==> config.mk <==
export PLATFORM = sky130hd
export DESIGN_NAME = syscr_top
export DESIGN_NICKNAME = d
export VERILOG_FILES = /design/src/hdl/syscr_pkg.sv /design/src/hdl/syscr_top.sv /design/src/hdl/syscr_baud_map.sv
export SDC_FILE = /design/constraint.sdc
export NUM_CORES = 1
export LEC_CHECK = 0
export BUFFER_PORTS_ARGS = -buffer_cell sky130_fd_sc_hd__buf_2
export CORE_MARGIN = 3
export CORE_UTILIZATION = 39
export CTS_BUF_LIST = sky130_fd_sc_hd__clkbuf_4
export CTS_CLUSTER_DIAMETER = 100
export CTS_CLUSTER_SIZE = 30
export DETAILED_ROUTE_END_ITERATION = 8
export GPL_ROUTABILITY_DRIVEN = 1
export PLACE_DENSITY = 0.89
export SLEW_MARGIN = 20
export SYNTH_ARGS = -nofsm -noshare
export SYNTH_HDL_FRONTEND = slang
export SYNTH_SLANG_ARGS = --single-unit
==> constraint.sdc <==
create_clock -name i_core_clk -period 1.87 [get_ports i_core_clk]
set_input_delay 0.0935 -clock i_core_clk [delete_from_list [all_inputs] [get_ports i_core_clk]]
set_output_delay 0.0935 -clock i_core_clk [all_outputs]
set_load 0.01 [all_outputs]
==> src/hdl/syscr_pkg.sv <==
// Purpose: Shared constants and types for the system control register block
// Assumes: One 200 MHz core clock, synchronous active-high reset
// Notes:   Field positions, reset values and gain codes live here only
package syscr_pkg;

  ////////////////////////////////////////////////////////////////////////////
  // Register map
  localparam logic [6:0]  SYSCR_ADDR_SYSTEM_CONTROL = 7'h00;  // Only register here
  localparam logic [15:0] SYSCR_RESET_VALUE         = 16'h0003;
  localparam logic [15:0] SYSCR_READ_ZERO           = 16'h0000;

  // Field positions
  localparam int SYSCR_BIT_RSVD_HIGH  = 15;
  localparam int SYSCR_BAUD_MSB       = 14;
  localparam int SYSCR_BAUD_LSB       = 8;
  localparam int SYSCR_BIT_RSVD_LOW   = 7;
  localparam int SYSCR_BIT_ADC_B_ON   = 6;
  localparam int SYSCR_GAIN_B_MSB     = 5;
  localparam int SYSCR_GAIN_B_LSB     = 4;
  localparam int SYSCR_GAIN_U_MSB     = 3;
  localparam int SYSCR_GAIN_U_LSB     = 2;
  localparam int SYSCR_GAIN_A_MSB     = 1;
  localparam int SYSCR_GAIN_A_LSB     = 0;

  // Field reset values
  localparam logic       SYSCR_RST_ADC_B_ON = 1'h0;
  localparam logic [1:0] SYSCR_RST_GAIN_B   = 2'h0;
  localparam logic [1:0] SYSCR_RST_GAIN_U   = 2'h0;
  localparam logic [1:0] SYSCR_RST_GAIN_A   = 2'h3;
  localparam logic [6:0] SYSCR_RST_BAUD     = 7'h00;

  ////////////////////////////////////////////////////////////////////////////
  // Baud codes per strap setting
  localparam logic [6:0] SYSCR_BAUD_2400  = 7'h2E;
  localparam logic [6:0] SYSCR_BAUD_4800  = 7'h16;
  localparam logic [6:0] SYSCR_BAUD_9600  = 7'h0B;
  localparam logic [6:0] SYSCR_BAUD_19200 = 7'h05;
  localparam logic [6:0] SYSCR_BAUD_NONE  = 7'h00;

  // Gain factors as plain multipliers
  localparam logic [4:0] SYSCR_GAIN_X1  = 5'h01;
  localparam logic [4:0] SYSCR_GAIN_X2  = 5'h02;
  localparam logic [4:0] SYSCR_GAIN_X4  = 5'h04;
  localparam logic [4:0] SYSCR_GAIN_X8  = 5'h08;
  localparam logic [4:0] SYSCR_GAIN_X16 = 5'h10;

  localparam logic [23:0] SYSCR_SAMPLE_ZERO = 24'h000000;

  ////////////////////////////////////////////////////////////////////////////
  // Types
  typedef struct packed {
    logic        wr;     // One-cycle write strobe
    logic        rd;     // One-cycle read strobe
    logic [6:0]  addr;   // Register address
    logic [15:0] wdata;  // Write data
  } syscr_req_s;

  typedef struct packed {
    logic       adc_b_on;
    logic [1:0] gain_b;
    logic [1:0] gain_u;
    logic [1:0] gain_a;
  } syscr_ctrl_s;

  typedef struct packed {
    syscr_ctrl_s ctrl;    // Host-writable fields
    logic [6:0]  baud;    // Strap-derived code
    logic [15:0] rdata;   // Read answer
    logic        rvalid;  // Read answer strobe
    logic [23:0] adc_b;   // Gated channel B sample
  } syscr_state_s;

endpackage

==> src/hdl/syscr_top.sv <==
// Purpose: System control register: baud code, channel B enable, channel gains
// Assumes: Host port logic delivers one-cycle read/write strobes on i_core_clk
// Notes:   Register answers one cycle after a read strobe; other addresses read 0
//
// Contract
// - Register at 0x00, resets to 0x0003
// - Bits 14..8 read strap-derived baud code
// - Straps 00 give 0x2E, 01 give 0x16
// - Straps 10 give 0x0B, 11 give 0x05
// - Baud code reads zero with SPI selected
// - Baud code included in register checksum
// - Bit 6 enables channel B, else zero
// - Bits 5..4: channel B gain 1,2,4,4
// - Bits 3..2: voltage gain 1,2,4,4
// - Bits 1..0: channel A gain 1,2,8,16
`timescale 1ns/10ps
module syscr_top
  import syscr_pkg::*;
(
  // Clock and reset
  input  wire logic        i_core_clk,
  input  wire logic        i_reset,
  // Host register port
  input  wire syscr_req_s  i_reg_req,
  output logic [15:0]      o_reg_rdata,
  output logic             o_reg_rvalid,
  // Strap pins and interface select
  input  wire logic        i_baud_strap_high,
  input  wire logic        i_baud_strap_low,
  input  wire logic        i_spi_selected,
  // Channel B sample path
  input  wire logic [23:0] i_adc_b_sample,
  output logic [23:0]      o_adc_b_sample,
  // Analog controls
  output logic             o_second_current_adc_on,
  output logic [1:0]       o_current_b_gain,
  output logic [1:0]       o_voltage_gain,
  output logic [1:0]       o_current_a_gain,
  output logic [4:0]       o_current_b_factor,
  output logic [4:0]       o_voltage_factor,
  output logic [4:0]       o_current_a_factor,
  // Checksum feed and full register image
  output logic [15:0]      o_checksum_word,
  output logic [15:0]      o_system_control
);

  ////////////////////////////////////////////////////////////////////////////
  // Declarations
  syscr_state_s state_r;     // All block state
  syscr_state_s state_nxt;   // Next value of the state
  logic [6:0]   baud_map;    // Live strap lookup
  logic [15:0]  image;       // Current register image
  logic         hit;         // Request addresses this register

  ////////////////////////////////////////////////////////////////////////////
  // Strap lookup
  syscr_baud_map u_baud_map
  (
    .i_baud_strap_high (i_baud_strap_high),
    .i_baud_strap_low  (i_baud_strap_low),
    .i_spi_selected    (i_spi_selected),
    .o_baud_code       (baud_map)
  );

  ////////////////////////////////////////////////////////////////////////////
  // Register image assembly; reserved bits always read zero
  always_comb
  begin
    image                                   = SYSCR_READ_ZERO;
    image[SYSCR_BAUD_MSB:SYSCR_BAUD_LSB]    = state_r.baud;
    image[SYSCR_BIT_ADC_B_ON]               = state_r.ctrl.adc_b_on;
    image[SYSCR_GAIN_B_MSB:SYSCR_GAIN_B_LSB] = state_r.ctrl.gain_b;
    image[SYSCR_GAIN_U_MSB:SYSCR_GAIN_U_LSB] = state_r.ctrl.gain_u;
    image[SYSCR_GAIN_A_MSB:SYSCR_GAIN_A_LSB] = state_r.ctrl.gain_a;
  end

  assign hit = (i_reg_req.addr == SYSCR_ADDR_SYSTEM_CONTROL);

  ////////////////////////////////////////////////////////////////////////////
  // Next-state logic
  always_comb
  begin
    state_nxt        = state_r;
    state_nxt.rvalid = i_reg_req.rd;
    state_nxt.baud   = baud_map;
    // Read answer; unmapped addresses answer zero
    if (i_reg_req.rd)
    begin
      state_nxt.rdata = hit ? image : SYSCR_READ_ZERO;
    end
    if (i_reg_req.wr && hit)
    begin
      // Reserved bits 15 and 7 are not stored, so a stray one cannot stick
      state_nxt.ctrl.adc_b_on = i_reg_req.wdata[SYSCR_BIT_ADC_B_ON];
      state_nxt.ctrl.gain_b   = i_reg_req.wdata[SYSCR_GAIN_B_MSB:SYSCR_GAIN_B_LSB];
      state_nxt.ctrl.gain_u   = i_reg_req.wdata[SYSCR_GAIN_U_MSB:SYSCR_GAIN_U_LSB];
      state_nxt.ctrl.gain_a   = i_reg_req.wdata[SYSCR_GAIN_A_MSB:SYSCR_GAIN_A_LSB];
    end
    // channel B gated to zero when off
    state_nxt.adc_b = state_r.ctrl.adc_b_on ? i_adc_b_sample : SYSCR_SAMPLE_ZERO;
  end

  ////////////////////////////////////////////////////////////////////////////
  // State register
  always_ff @(posedge i_core_clk)
  begin
    if (i_reset)
    begin
      state_r.ctrl.adc_b_on <= SYSCR_RST_ADC_B_ON;
      state_r.ctrl.gain_b   <= SYSCR_RST_GAIN_B;
      state_r.ctrl.gain_u   <= SYSCR_RST_GAIN_U;
      state_r.ctrl.gain_a   <= SYSCR_RST_GAIN_A;
      state_r.baud          <= SYSCR_RST_BAUD;
      state_r.rdata         <= SYSCR_READ_ZERO;
      state_r.rvalid        <= 1'h0;
      state_r.adc_b         <= SYSCR_SAMPLE_ZERO;
    end
    else
    begin
      state_r <= state_nxt;
    end
  end

  ////////////////////////////////////////////////////////////////////////////
  // Gain decode; codes 10 and 11 both mean x4 on channel B and voltage
  always_comb
  begin
    case (state_r.ctrl.gain_b)
      2'h0:    o_current_b_factor = SYSCR_GAIN_X1;
      2'h1:    o_current_b_factor = SYSCR_GAIN_X2;
      default: o_current_b_factor = SYSCR_GAIN_X4;
    endcase
    case (state_r.ctrl.gain_u)
      2'h0:    o_voltage_factor = SYSCR_GAIN_X1;
      2'h1:    o_voltage_factor = SYSCR_GAIN_X2;
      default: o_voltage_factor = SYSCR_GAIN_X4;
    endcase
    case (state_r.ctrl.gain_a)
      2'h0:    o_current_a_factor = SYSCR_GAIN_X1;
      2'h1:    o_current_a_factor = SYSCR_GAIN_X2;
      2'h2:    o_current_a_factor = SYSCR_GAIN_X8;
      default: o_current_a_factor = SYSCR_GAIN_X16;
    endcase
  end

  ////////////////////////////////////////////////////////////////////////////
  // Outputs
  assign o_reg_rdata             = state_r.rdata;
  assign o_reg_rvalid            = state_r.rvalid;
  assign o_adc_b_sample          = state_r.adc_b;
  assign o_second_current_adc_on = state_r.ctrl.adc_b_on;
  assign o_current_b_gain        = state_r.ctrl.gain_b;
  assign o_voltage_gain          = state_r.ctrl.gain_u;
  assign o_current_a_gain        = state_r.ctrl.gain_a;
  assign o_system_control        = image;
  assign o_checksum_word         = image;

  ////////////////////////////////////////////////////////////////////////////
  // Assertions
  a_reset_image: assert property (@(posedge i_core_clk)
    $past(i_reset) |-> (o_system_control == SYSCR_RESET_VALUE))
    else $error("Register image wrong after reset");

  a_reserved_zero: assert property (@(posedge i_core_clk) disable iff (i_reset)
    (o_system_control[SYSCR_BIT_RSVD_HIGH] == 1'h0) && (o_system_control[SYSCR_BIT_RSVD_LOW] == 1'h0))
    else $error("Reserved bit reads one");

  a_baud_follows: assert property (@(posedge i_core_clk) disable iff (i_reset)
    $fell(i_baud_strap_low) && !i_spi_selected && $stable(i_spi_selected) && $stable(i_baud_strap_high)
    |=> $changed(o_system_control[SYSCR_BAUD_MSB:SYSCR_BAUD_LSB]))
    else $error("Baud code did not follow straps");

  a_baud_low_codes: assert property (@(posedge i_core_clk) disable iff (i_reset)
    (!i_spi_selected && !i_baud_strap_high)
    |=> (o_checksum_word[SYSCR_BAUD_MSB:SYSCR_BAUD_LSB] == ($past(i_baud_strap_low) ? 7'h16 : 7'h2E)))
    else $error("Baud code for straps 0x wrong");

  a_baud_high_codes: assert property (@(posedge i_core_clk) disable iff (i_reset)
    (!i_spi_selected && i_baud_strap_high)
    |=> (o_checksum_word[SYSCR_BAUD_MSB:SYSCR_BAUD_LSB] == ($past(i_baud_strap_low) ? 7'h05 : 7'h0B)))
    else $error("Baud code for straps 1x wrong");

  a_spi_zero: assert property (@(posedge i_core_clk) disable iff (i_reset)
    i_spi_selected |=> (o_system_control[SYSCR_BAUD_MSB:SYSCR_BAUD_LSB] == 7'h00))
    else $error("Baud code not zero under SPI");

  a_adc_b_gate: assert property (@(posedge i_core_clk) disable iff (i_reset)
    (o_second_current_adc_on && $stable(o_second_current_adc_on)) ##1 !o_second_current_adc_on [*2]
    |-> (o_adc_b_sample == 24'h000000))
    else $error("Channel B sample not forced to zero");

  a_gain_b_write: assert property (@(posedge i_core_clk) disable iff (i_reset)
    (i_reg_req.wr && hit && (i_reg_req.wdata[5:4] == 2'h3)) |=> (o_current_b_factor == 5'h04))
    else $error("Channel B gain 11 not x4");

  a_gain_u_write: assert property (@(posedge i_core_clk) disable iff (i_reset)
    (i_reg_req.wr && hit && (i_reg_req.wdata[3:2] == 2'h2)) |=> (o_voltage_factor == 5'h04))
    else $error("Voltage gain 10 not x4");

  a_gain_a_write: assert property (@(posedge i_core_clk) disable iff (i_reset)
    (i_reg_req.wr && hit && (i_reg_req.wdata[1:0] == 2'h2)) |=> (o_current_a_factor == 5'h08))
    else $error("Channel A gain 10 not x8");

  a_baud_write_ignored: assert property (@(posedge i_core_clk) disable iff (i_reset)
    (i_reg_req.wr && hit && (i_reg_req.wdata[14:8] == 7'h7F)) |=> (o_system_control[14:8] != 7'h7F))
    else $error("Write reached the baud code field");

  a_read_answer: assert property (@(posedge i_core_clk) disable iff (i_reset)
    (i_reg_req.rd && hit && !i_reg_req.wr) |=> (o_reg_rvalid && (o_reg_rdata == $past(o_checksum_word))))
    else $error("Read answer differs from image");

  // A host polling other addresses must still get an answer, or its port logic would hang
  a_unmapped_zero: assert property (@(posedge i_core_clk) disable iff (i_reset)
    (i_reg_req.rd && !hit) |=> (o_reg_rvalid && (o_reg_rdata == SYSCR_READ_ZERO)))
    else $error("Unmapped read did not answer zero");

  // The answer strobe stands one cycle only, never without a read behind it
  a_rvalid_pulse: assert property (@(posedge i_core_clk) disable iff (i_reset)
    !i_reg_req.rd |=> !o_reg_rvalid)
    else $error("Read answer strobe without a read");

endmodule

==> src/hdl/syscr_baud_map.sv <==
// Purpose: Map the two baud strap pins to the read-only baud code
// Assumes: Straps and interface select are steady, synchronous levels
// Notes:   Purely combinational; the caller registers the result
`timescale 1ns/10ps
module syscr_baud_map
  import syscr_pkg::*;
(
  // Strap inputs
  input  wire logic       i_baud_strap_high,
  input  wire logic       i_baud_strap_low,
  input  wire logic       i_spi_selected,
  // Code out
  output logic [6:0]      o_baud_code
);

  ////////////////////////////////////////////////////////////////////////////
  // Strap lookup, forced to zero when the serial host port is SPI
  always_comb
  begin
    if (i_spi_selected)
    begin
      // Code is meaningless without the UART, so it reads zero
      o_baud_code = SYSCR_BAUD_NONE;
    end
    else
    begin
      case ({i_baud_strap_high, i_baud_strap_low})
        2'h0:    o_baud_code = SYSCR_BAUD_2400;
        2'h1:    o_baud_code = SYSCR_BAUD_4800;
        2'h2:    o_baud_code = SYSCR_BAUD_9600;
        default: o_baud_code = SYSCR_BAUD_19200;
      endcase
    end
  end

endmodule

## Yosys cells after proc, flatten, opt, wreduce, memory -nomap -nowiden

Cells that the tools add are included.

| operators by class | value |
|---|---|
| equality and inequality tests | 6 |
| mux-type cells | 5 |
| reduce and logical (&&, ||, !) cells | 8 |
| bitwise operators | 1 |

Operator list:

| operator | number |
|---|---|
| 6-bit case mux with 3 select lines | 1 |
| 15-bit 2-to-1 mux | 1 |
| 5-bit case mux with 3 select lines | 1 |
| 3-bit case mux with 2 select lines | 2 |
| 2-bit by 1-bit equality test with 1-bit output (second input constant) | 4 |
| 2-bit zero test | 4 |
| 7-bit zero test | 1 |
| 2-bit equality test (second input constant) | 2 |
| 2-bit OR reduction | 2 |
| 1-bit logical AND | 1 |
| 1-bit inverter | 1 |

| storage, ports and cells | value |
|---|---|
| register bits after elaboration | 55 |
| output and inout bits | 95 |
| input bits | 54 |
| logic and storage cells | 28 |

## Longest topological paths before layout

Gate-level depths: netlist of run 1.

| logic depth | value |
|---|---|
| depth in word-level cells | 2 |
| depth in mapped cells | 4 |

## Cells and area by module

Synthesis of run 1 repeated with hierarchy kept, for this count alone.

| unflattened totals | value |
|---|---|
| cell total of the unflattened synthesis | 217 |
| area, all modules | 2182.1 um^2 |

By module, submodules not included:

| module | cells an instance | instances | area an instance (um^2) | sequential area each (um^2) |
|---|---|---|---|---|
| syscr_top | 208 | 1 | 2132.0 | 1061.0 |
| syscr_baud_map | 9 | 1 | 50.0 | 0.0 |

## Worst setup path after synthesis of run 1

No wires, ideal clock.

| timing | value |
|---|---|
| kind | input to register |
| from | in i_reg_req[18] in the netlist's numbering |
| to | reg state_r (netlist bit o_reg_rdata[10]) |
| library setup time | 85 ps |
| path buffers | 1 |
| data arrival time | 1431 ps |
| setup slack | 355 ps |
| stages | 4 |
| cell sequence | or4_4 or4_4 buf_6 o31ai_2 |

| between the ends | value |
|---|---|
| cells in the longest elaborated chain, start to end | 2 |

RTL lines:

| item | line | source |
|---|---|---|
| start: declaration | syscr_top.sv:24 | `input wire syscr_req_s i_reg_req,` |
| 7-bit zero test | syscr_top.sv:77 | `assign hit = (i_reg_req.addr == SYSCR_ADDR_SYSTEM_CONTROL);` |
| 15-bit 2-to-1 mux | syscr_top.sv:89 | `state_nxt.rdata = hit ? image : SYSCR_READ_ZERO;` |
| end signal: assignment | syscr_top.sv:120 | `state_r <= state_nxt;` |
| end: declaration | syscr_top.sv:49 | `syscr_state_s state_r;` |

Every way passes these cells.
A chain may end at the register's enable or synchronous reset.

## Final worst setup path of run 1

| timing | value |
|---|---|
| from | in i_reg_req[18] in the netlist's numbering |
| to | reg state_r (netlist bit o_reg_rdata[0]) |

Same word-level chain as after synthesis.

==> summary.md, run 1 <==
| Metric | Value |
|---|---|
| Outcome | finished clean |
| # rows | 25 |
| WP data required | 2.15 ns |
| Initial antenna violation count | 0 |
| Drt drc | 0 |
| Port Buf Inserts | 125 |
| Period utilisation layout | 70.61% |
| Worst VDD drop | between 0.0003 and 0.0004 V |
| Met2 routed WL | 2710 µm |
| Worst setup SP type | input port |
| Critical Path AT | about 1.6 ns |
| Ys Warns | 0 |
| Die ar. | 6220 µm² |
| Routed length per placed instance | roughly 13 µm |
| Initial Util | 42.17% |
| Max-Cap Viols | 0 |
| Reg2reg start | o_second_current_adc_on |
| Filler Cell Count | 423 |
| Cell mode on critical path | or4_4 |
| I/O pin total | 149 |
| Hold Crit Depth | 3 |
| Skew-Pair Late Insertion Delay | roughly 0.35 ns |
| Setup Skew | 0.008550 ns |
| First-pass GRT wire length | 8390 µm |
| Number of synthesized flops with an enable pin | 0 |
| Total negative slack | 0 ns |
| CTS H-tree depth | 2 |
| Worst reg2reg path depth | 4 |
| Worst R2R Setup Slack | 0.78 ns |
| Syn Area/Cell | 10.10 µm² |
| Static Leakage | 1.487 nW |
| Cell Chain, Critical Path | buf_2 > or4_4 > or4_4 > o31ai_1 |
| Top-count cell post-synth | dfxtp_1 |
| Ys async rst share | 0% |
| CTS tree | yes |
| Layout Nets | 395 |
| Met1 wire length | 2099 µm |
| Post-route ant nets | 0 |
| Number of hold-slack violations in the final timing report | 0 |
| Die width | 78.87 µm |
| Fin. max-slew vios | 0 |
| Root Buffer | clkbuf_4 |
| Die H | 78.87 µm |
| Post-DP HPWL | 3478 µm |
| Routed WL | 5388 µm |
| Setup Buffers After CTS | 0 |
| Mapped Cells | 205 |
| Top cells by count, synth | dfxtp_1, buf_4, and2_1 |
| Layout cells sized above 1 | 47.66% |
| Synth cell types | 24 |
| Primary FF master, synth | dfxtp_1 |
| Diode count | 0 |
| Max incr delay on CP | 0.57 ns |
| Drt first pass iters | 4 |
| Hold endpoint | o_second_current_adc_on |
| Pre-CTS setup slack | 0.1674 ns |
| Met3 WL | between 400 and 500 µm |
| Reg-to-Reg End | o_second_current_adc_on |
| Clk sink count | about 50 |
| Fmax | 757.3 MHz |
| Area fraction of the dominant cell type after synthesis | between 40% and 50% |
| Cell area power density | 637.5 nW/µm² |
| Initial DRC count | 57 |
| Number of global-route vias before repair | 1740 |
| Core Area | 4911 µm² |
| Critical Path Source | i_reg_req[18] |
| Final worst slack | 0.5495 ns |
| Unrepaired setup endpoints after global routing | false |
| Worst min path class | input port to flip-flop |
| CP endpoint kind | flip-flop |
| Crit path time final | between 1 and 1.5 ns |
| Global route total overflow | 0 |
| Largest net degree at the start of global routing | 35 |
| Cell Area, Synth | approximately 2100 µm² |
| Clk buf depth | 2 |
| Setup CP Type | input port to flip-flop |
| GPL Wtd Cong | 0.7718 |
| Area growth syn-to-layout | 42.96% |
| Cts bufs inserted | 5 |
| Vias | 1796 |
| Crit-path slowest cell | or4_4 |
| Total GRT Usage | around 17% |
| Clock transition at path regs | 0.14 ns |
| Maximum fanout along the worst path | 13 |
| Synth Register Bits | 51 |
| Final number of setup-violating endpoints | 0 |
| Routed vias/inst | 4.391 |
| Tightest Pin Transition | 0.6021 ns |
| Max layer used | met4 |
| Sequential share of the synthesized area | 49.31% |
| Top post-synthesis cells by area | dfxtp_1, buf_4, and2_1 |
| Worst Hold Launch | i_reg_req[22] |
| Slew headroom | 59.86% |
| Dominant cell type by area after synthesis | dfxtp_1 |
## sequential cells by signal, indices dropped and copies added, names as in the netlist
name                     flops
o_adc_b_sample              24
o_checksum_word              6
o_current_a_gain             2
o_current_b_gain             2
o_reg_rdata                 13
o_reg_rvalid                 1
o_second_current_adc_on      1
o_voltage_gain               2
## placed cells by master, fill, tap and decap left out, types with 3 or more instances in the layout
master and n:
nor2b_1 6, mux2i_1 6, o31ai_2 10, dfxtp_1 51, nor2_1 9, buf_2 125, buf_4 3, inv_1 3
clkbuf_4 5, nand2b_1 8, dlygate4sd3_1 34, conb_1 14, or3b_2 13, o31ai_1 3, nand2_1 13, and2_1 25
## where the power goes
group	internal, mW	leakage, nW	switching [mW]	total, mW
combinational	0.0988	1.03	0.0816	0.180
sequential	1.09	0.412	0.00499	1.10
clock	0.276	0.0426	0.332	0.608
total	1.47	1.49	0.419	1.89
## worst max path at each step
stage / depth (start not counted) / endpoint / slack (ns)
after global routing: 2 / o_current_b_factor[1] / 0.53
final: 4 / o_reg_rdata[0] / 0.55
after floorplan: 4 / o_reg_rdata[10] / 0.35
after global placement: 4 / o_reg_rdata[0] / 0.23
after CTS: 4 / o_reg_rdata[0] / 0.56
after detailed placement: 4 / o_reg_rdata[0] / 0.17
## through the flow
step / utilization, % / instance area (µm²) / instances / power, mW / hold slack (ns)
final: 60.28 / 2960 / 409 / 1.887 / 0.04694
after global routing: 60.28 / 2960 / 409 / 1.970 / 0.02819
after CTS: 60.28 / 2960 / 409 / 1.908 / 0.02137
after detailed placement: 51.80 / 2544 / 367 / 1.244 / 0.2975
after global placement: 51.80 / 2544 / 367 / 1.240 / 0.2928
after floorplan: - / 2120 / 218 / 1.206 / 0.1659
## layer usage
layer | track usage (%) | up-vias
li1 | - | 888
met1 | 18.83 | 801
met2 | 31.15 | 93
met3 | 5.215 | 14
met4 | 6.186 | 0
met5 | 0 | -
## timing repair
item	4_1_cts	5_1_grt
gates resized for setup	0	0
hold endpoints to repair	37	0
hold buffers	34	0
## kinds of logic after synthesis
kind of cell / share of synthesized area, %
buf+inv: 15.41
simple gates: 23.93
flops: 49.31
other cells: 0.1811
compound gates: 8.278
mux: 2.900
## final cells by class
cell class	instances	area (µm²)	area share (%)
flip-flops and latches	51	1021	34.49
repair buffers	162	988.4	33.39
multi-input cells	118	779.5	26.33
well taps	67	83.83	2.832
clock inverters	3	38.79	1.310
clock buffers	5	37.54	1.268
inverters	3	11.26	0.3804
## worst max-delay path: cells and delay by family
kind,cells,cell delay (ns)
and+or+nand+nor,2,1.12
AOI/OAI and AO/OA,1,0.28
buffers and inverters,1,0.10
Note: power is estimated with default switching activity, not from simulation.
==> run 2: changes to the inputs <==
Settings changed: ABC_AREA set to 1, CORE_UTILIZATION 39 to 37, PLACE_DENSITY 0.89 to 0.9.
Clock period 1.87 ns to 1.1 ns, I/O delays scaled along.
==> run 2 against run 1 <==
  * Cell area increased by 0.42%
  * Critical endpoint is now o_current_a_factor[1]
  * Utilization decreased by 2.4 points
  * Combinational power increased by 120%
  * Sequential share of layout area increased by 0.65 points
  * Die area increased by 1.2%
  * Via count increased by 10%
  * Largest power group unchanged
==> summary.md, run 2 <==
| Metric | Value |
|---|---|
| Die width | 79.35 µm |
| CTS H-tree depth | 2 |
| Primary FF master, synth | dfxtp_1 |
| Worst min path class | input port to flip-flop |
| Post-layout util | ~58% |
| Die H | 79.35 µm |
| Worst R2R Setup Slack | 0.34 ns |
| Max-Cap Viols | 0 |
| Layout Nets | 447 |
| Worst reg2reg path depth | 3 |
| Final number of setup-violating endpoints | 0 |
| Reg-to-Reg End | o_adc_b_sample[1] |
| Ys Warns | 0 |
| Setup CP Type | flip-flop to output port |
| Routed vias/inst | 4.272 |
| Die ar. | 6296 µm² |
| Initial antenna violation count | 0 |
| Post-DP HPWL | 3419 µm |
| Max reg flops | 24 |
| CTS tree | yes |
| Outcome | finished clean |
| Clk sink count | between 50 and 60 |
| Post-route ant nets | 0 |
| Unrepaired setup endpoints after global routing | true |
| Top cells by count, synth | dfxtp_1, nor2_1, inv_1 |
| Final worst slack | roughly 0.023 ns |
| # rows | 26 |
| Global route total overflow | 0 |
| Cts bufs inserted | 5 |
| Routed WL | 5311 µm |
| Initial Util | about two fifths |
| Commonest non-fill, non-tap cells in the layout | buf_2, dfxtp_1, nor2_1, inv_1, dlygate4sd3_1 |
| Top post-synthesis cells by area | dfxtp_1, buf_4, nor2_1 |
| Diode count | 0 |
| Maximum fanout along the worst path | 9 |
| Total GRT Usage | approximately 17% |
| Layout cells sized above 1 | 39.34% |
| Dominant cell type by area after synthesis | dfxtp_1 |
| Syn Area/Cell | 7.868 µm² |
| Core Area | 5140 µm² |
| Number of global-route vias before repair | between 1500 and 2000 |
| Critical Path AT | 1.02 ns |
| Worst Hold Launch | i_reg_req[23] |
| Ys async rst share | 0% |
| Static Leakage | 1.680 nW |
| Fin. max-slew vios | 0 |
| Worst VDD drop | 0.0006612 V |
| Hold endpoint | o_reg_rvalid |
| Initial DRC count | 37 |
| Crit path time final | approximately 1.1 ns |
| Synth cell types | 16 |
| Drt first pass iters | 4 |
| Period utilisation layout | 97.87% |
| Vias | 1982 |
| I/O pin total | about 150 |
| Routed length per placed instance | around 11 µm |
| Port Buf Inserts | approximately 130 |
| Skew-Pair Late Insertion Delay | 0.35 ns |
| Sequential share of the synthesized area | 51.29% |
| Largest net degree at the start of global routing | 28 |
| Number of synthesized flops with an enable pin | 0 |
| Fmax | 928.9 MHz |
| Area growth syn-to-layout | 49.34% |
| Drt drc | 0 |
| Synth Register Bits | 51 |
| Root Buffer | clkbuf_4 |
| CP endpoint kind | output port |
| Area fraction of the dominant cell type after synthesis | between 50 and 60% |
| Reg2reg start | o_second_current_adc_on |
| Worst setup SP type | flip-flop |
| Number of hold-slack violations in the final timing report | 0 |
| Mapped Cells | 253 |
| Top-count cell post-synth | dfxtp_1 |
| First-pass GRT wire length | 8252 µm |
| GPL Wtd Cong | 0.7241 |
| Setup Skew | 0.003764 ns |
| Clock transition at path regs | 0.13 ns |
| Pre-CTS setup slack | about 0.14 ns |
| Clk buf depth | 2 |
| Hold Crit Depth | 3 |
| WP data required | 1.04 ns |
| Cell area power density | between 1000 and 1500 nW/µm² |
| Cell Area, Synth | 1991 µm² |
| Commonest non-fill, non-tap cell in the layout | buf_2 |
==> run 2: timing repair <==
item	in CTS	in global routing
hold buffers	35	0
gates cloned	0	0
endpoints found under the setup margin	14	11
resized for setup	8	14
hold endpoints to repair	38	0
pin swaps	0	1
setup buffers	0	1
==> run 2: metal layers <==
layer | global-route usage [%] | routed length (µm) | up-vias
li1 | - | - | 989
met1 | 16.45 | 1837 | 886
met2 | 32.58 | 2928 | 85
met3 | 3.741 | 336 | 22
met4 | 8.076 | 209 | 0
met5 | 0 | 0 | -
==> run 2: worst max-delay path by stage <==
stage | cells after the start | startpoint | slack, ns | to
floorplan | 3 | o_second_current_adc_on | 0.22 | o_adc_b_sample[0]
global placement | 8 | i_reg_req[21] | 0.18 | o_current_a_gain[1]
detailed placement | 8 | i_reg_req[21] | 0.14 | o_current_a_gain[0]
CTS | 3 | o_current_a_gain[1] | 0.01 | o_current_a_factor[3]
global route | 3 | o_current_a_gain[0] | -0.06 | o_current_a_factor[1]
finish | 3 | o_current_a_gain[0] | 0.02 | o_current_a_factor[1]
==> run 2: report_power, final <==
| group | leakage [nW] | internal (mW) | total, mW | switching [mW] |
|---|---|---|---|---|
| combinational | 1.22 | 0.204 | 0.389 | 0.185 |
| clock | 0.0426 | 0.468 | 1.01 | 0.540 |
| sequential | 0.418 | 1.87 | 1.89 | 0.0199 |
| total | 1.68 | 2.54 | 3.29 | 0.744 |
==> run 2: cell type report <==
type,count,area [µm²]
fillers,481,2167
clock buffers,5,37.54
flip-flops and latches,51,1045
inverters,41,153.9
well taps,70,87.58
repair buffers,166,1052
clock inverters,3,38.79
multi-input cells,128,558.0
==> run 2: per-stage QoR <==
step | cells | hold WS (ns) | power, mW | cell area (µm²) | setup TNS (ns)
3_3_place_gp | 420 | 0.2420 | 2.218 | 2496 | 0
3_5_place_dp | 420 | 0.2528 | 2.225 | 2496 | 0
5_1_grt | 464 | 0.06275 | 3.454 | 2973 | -0.1714
6_report | 464 | 0.08278 | 3.285 | 2973 | 0
4_1_cts | 463 | 0.05584 | 3.339 | 2935 | 0
2_1_floorplan | 266 | 0.1273 | 2.131 | 2039 | 0
==> run 2: cells by family after synthesis <==
kind of cell / share of synthesized area (%)
other cells: 0.1884
buf+inv: 23.76
simple gates: 16.47
flops: 51.29
compound gates: 8.297
==> run 2: worst max-delay path, stage by stage (launching register included) <==
cell and delay [ns]:
dfxtp_4 0.42, inv_1 0.05, nor2_1 0.07, buf_2 0.13
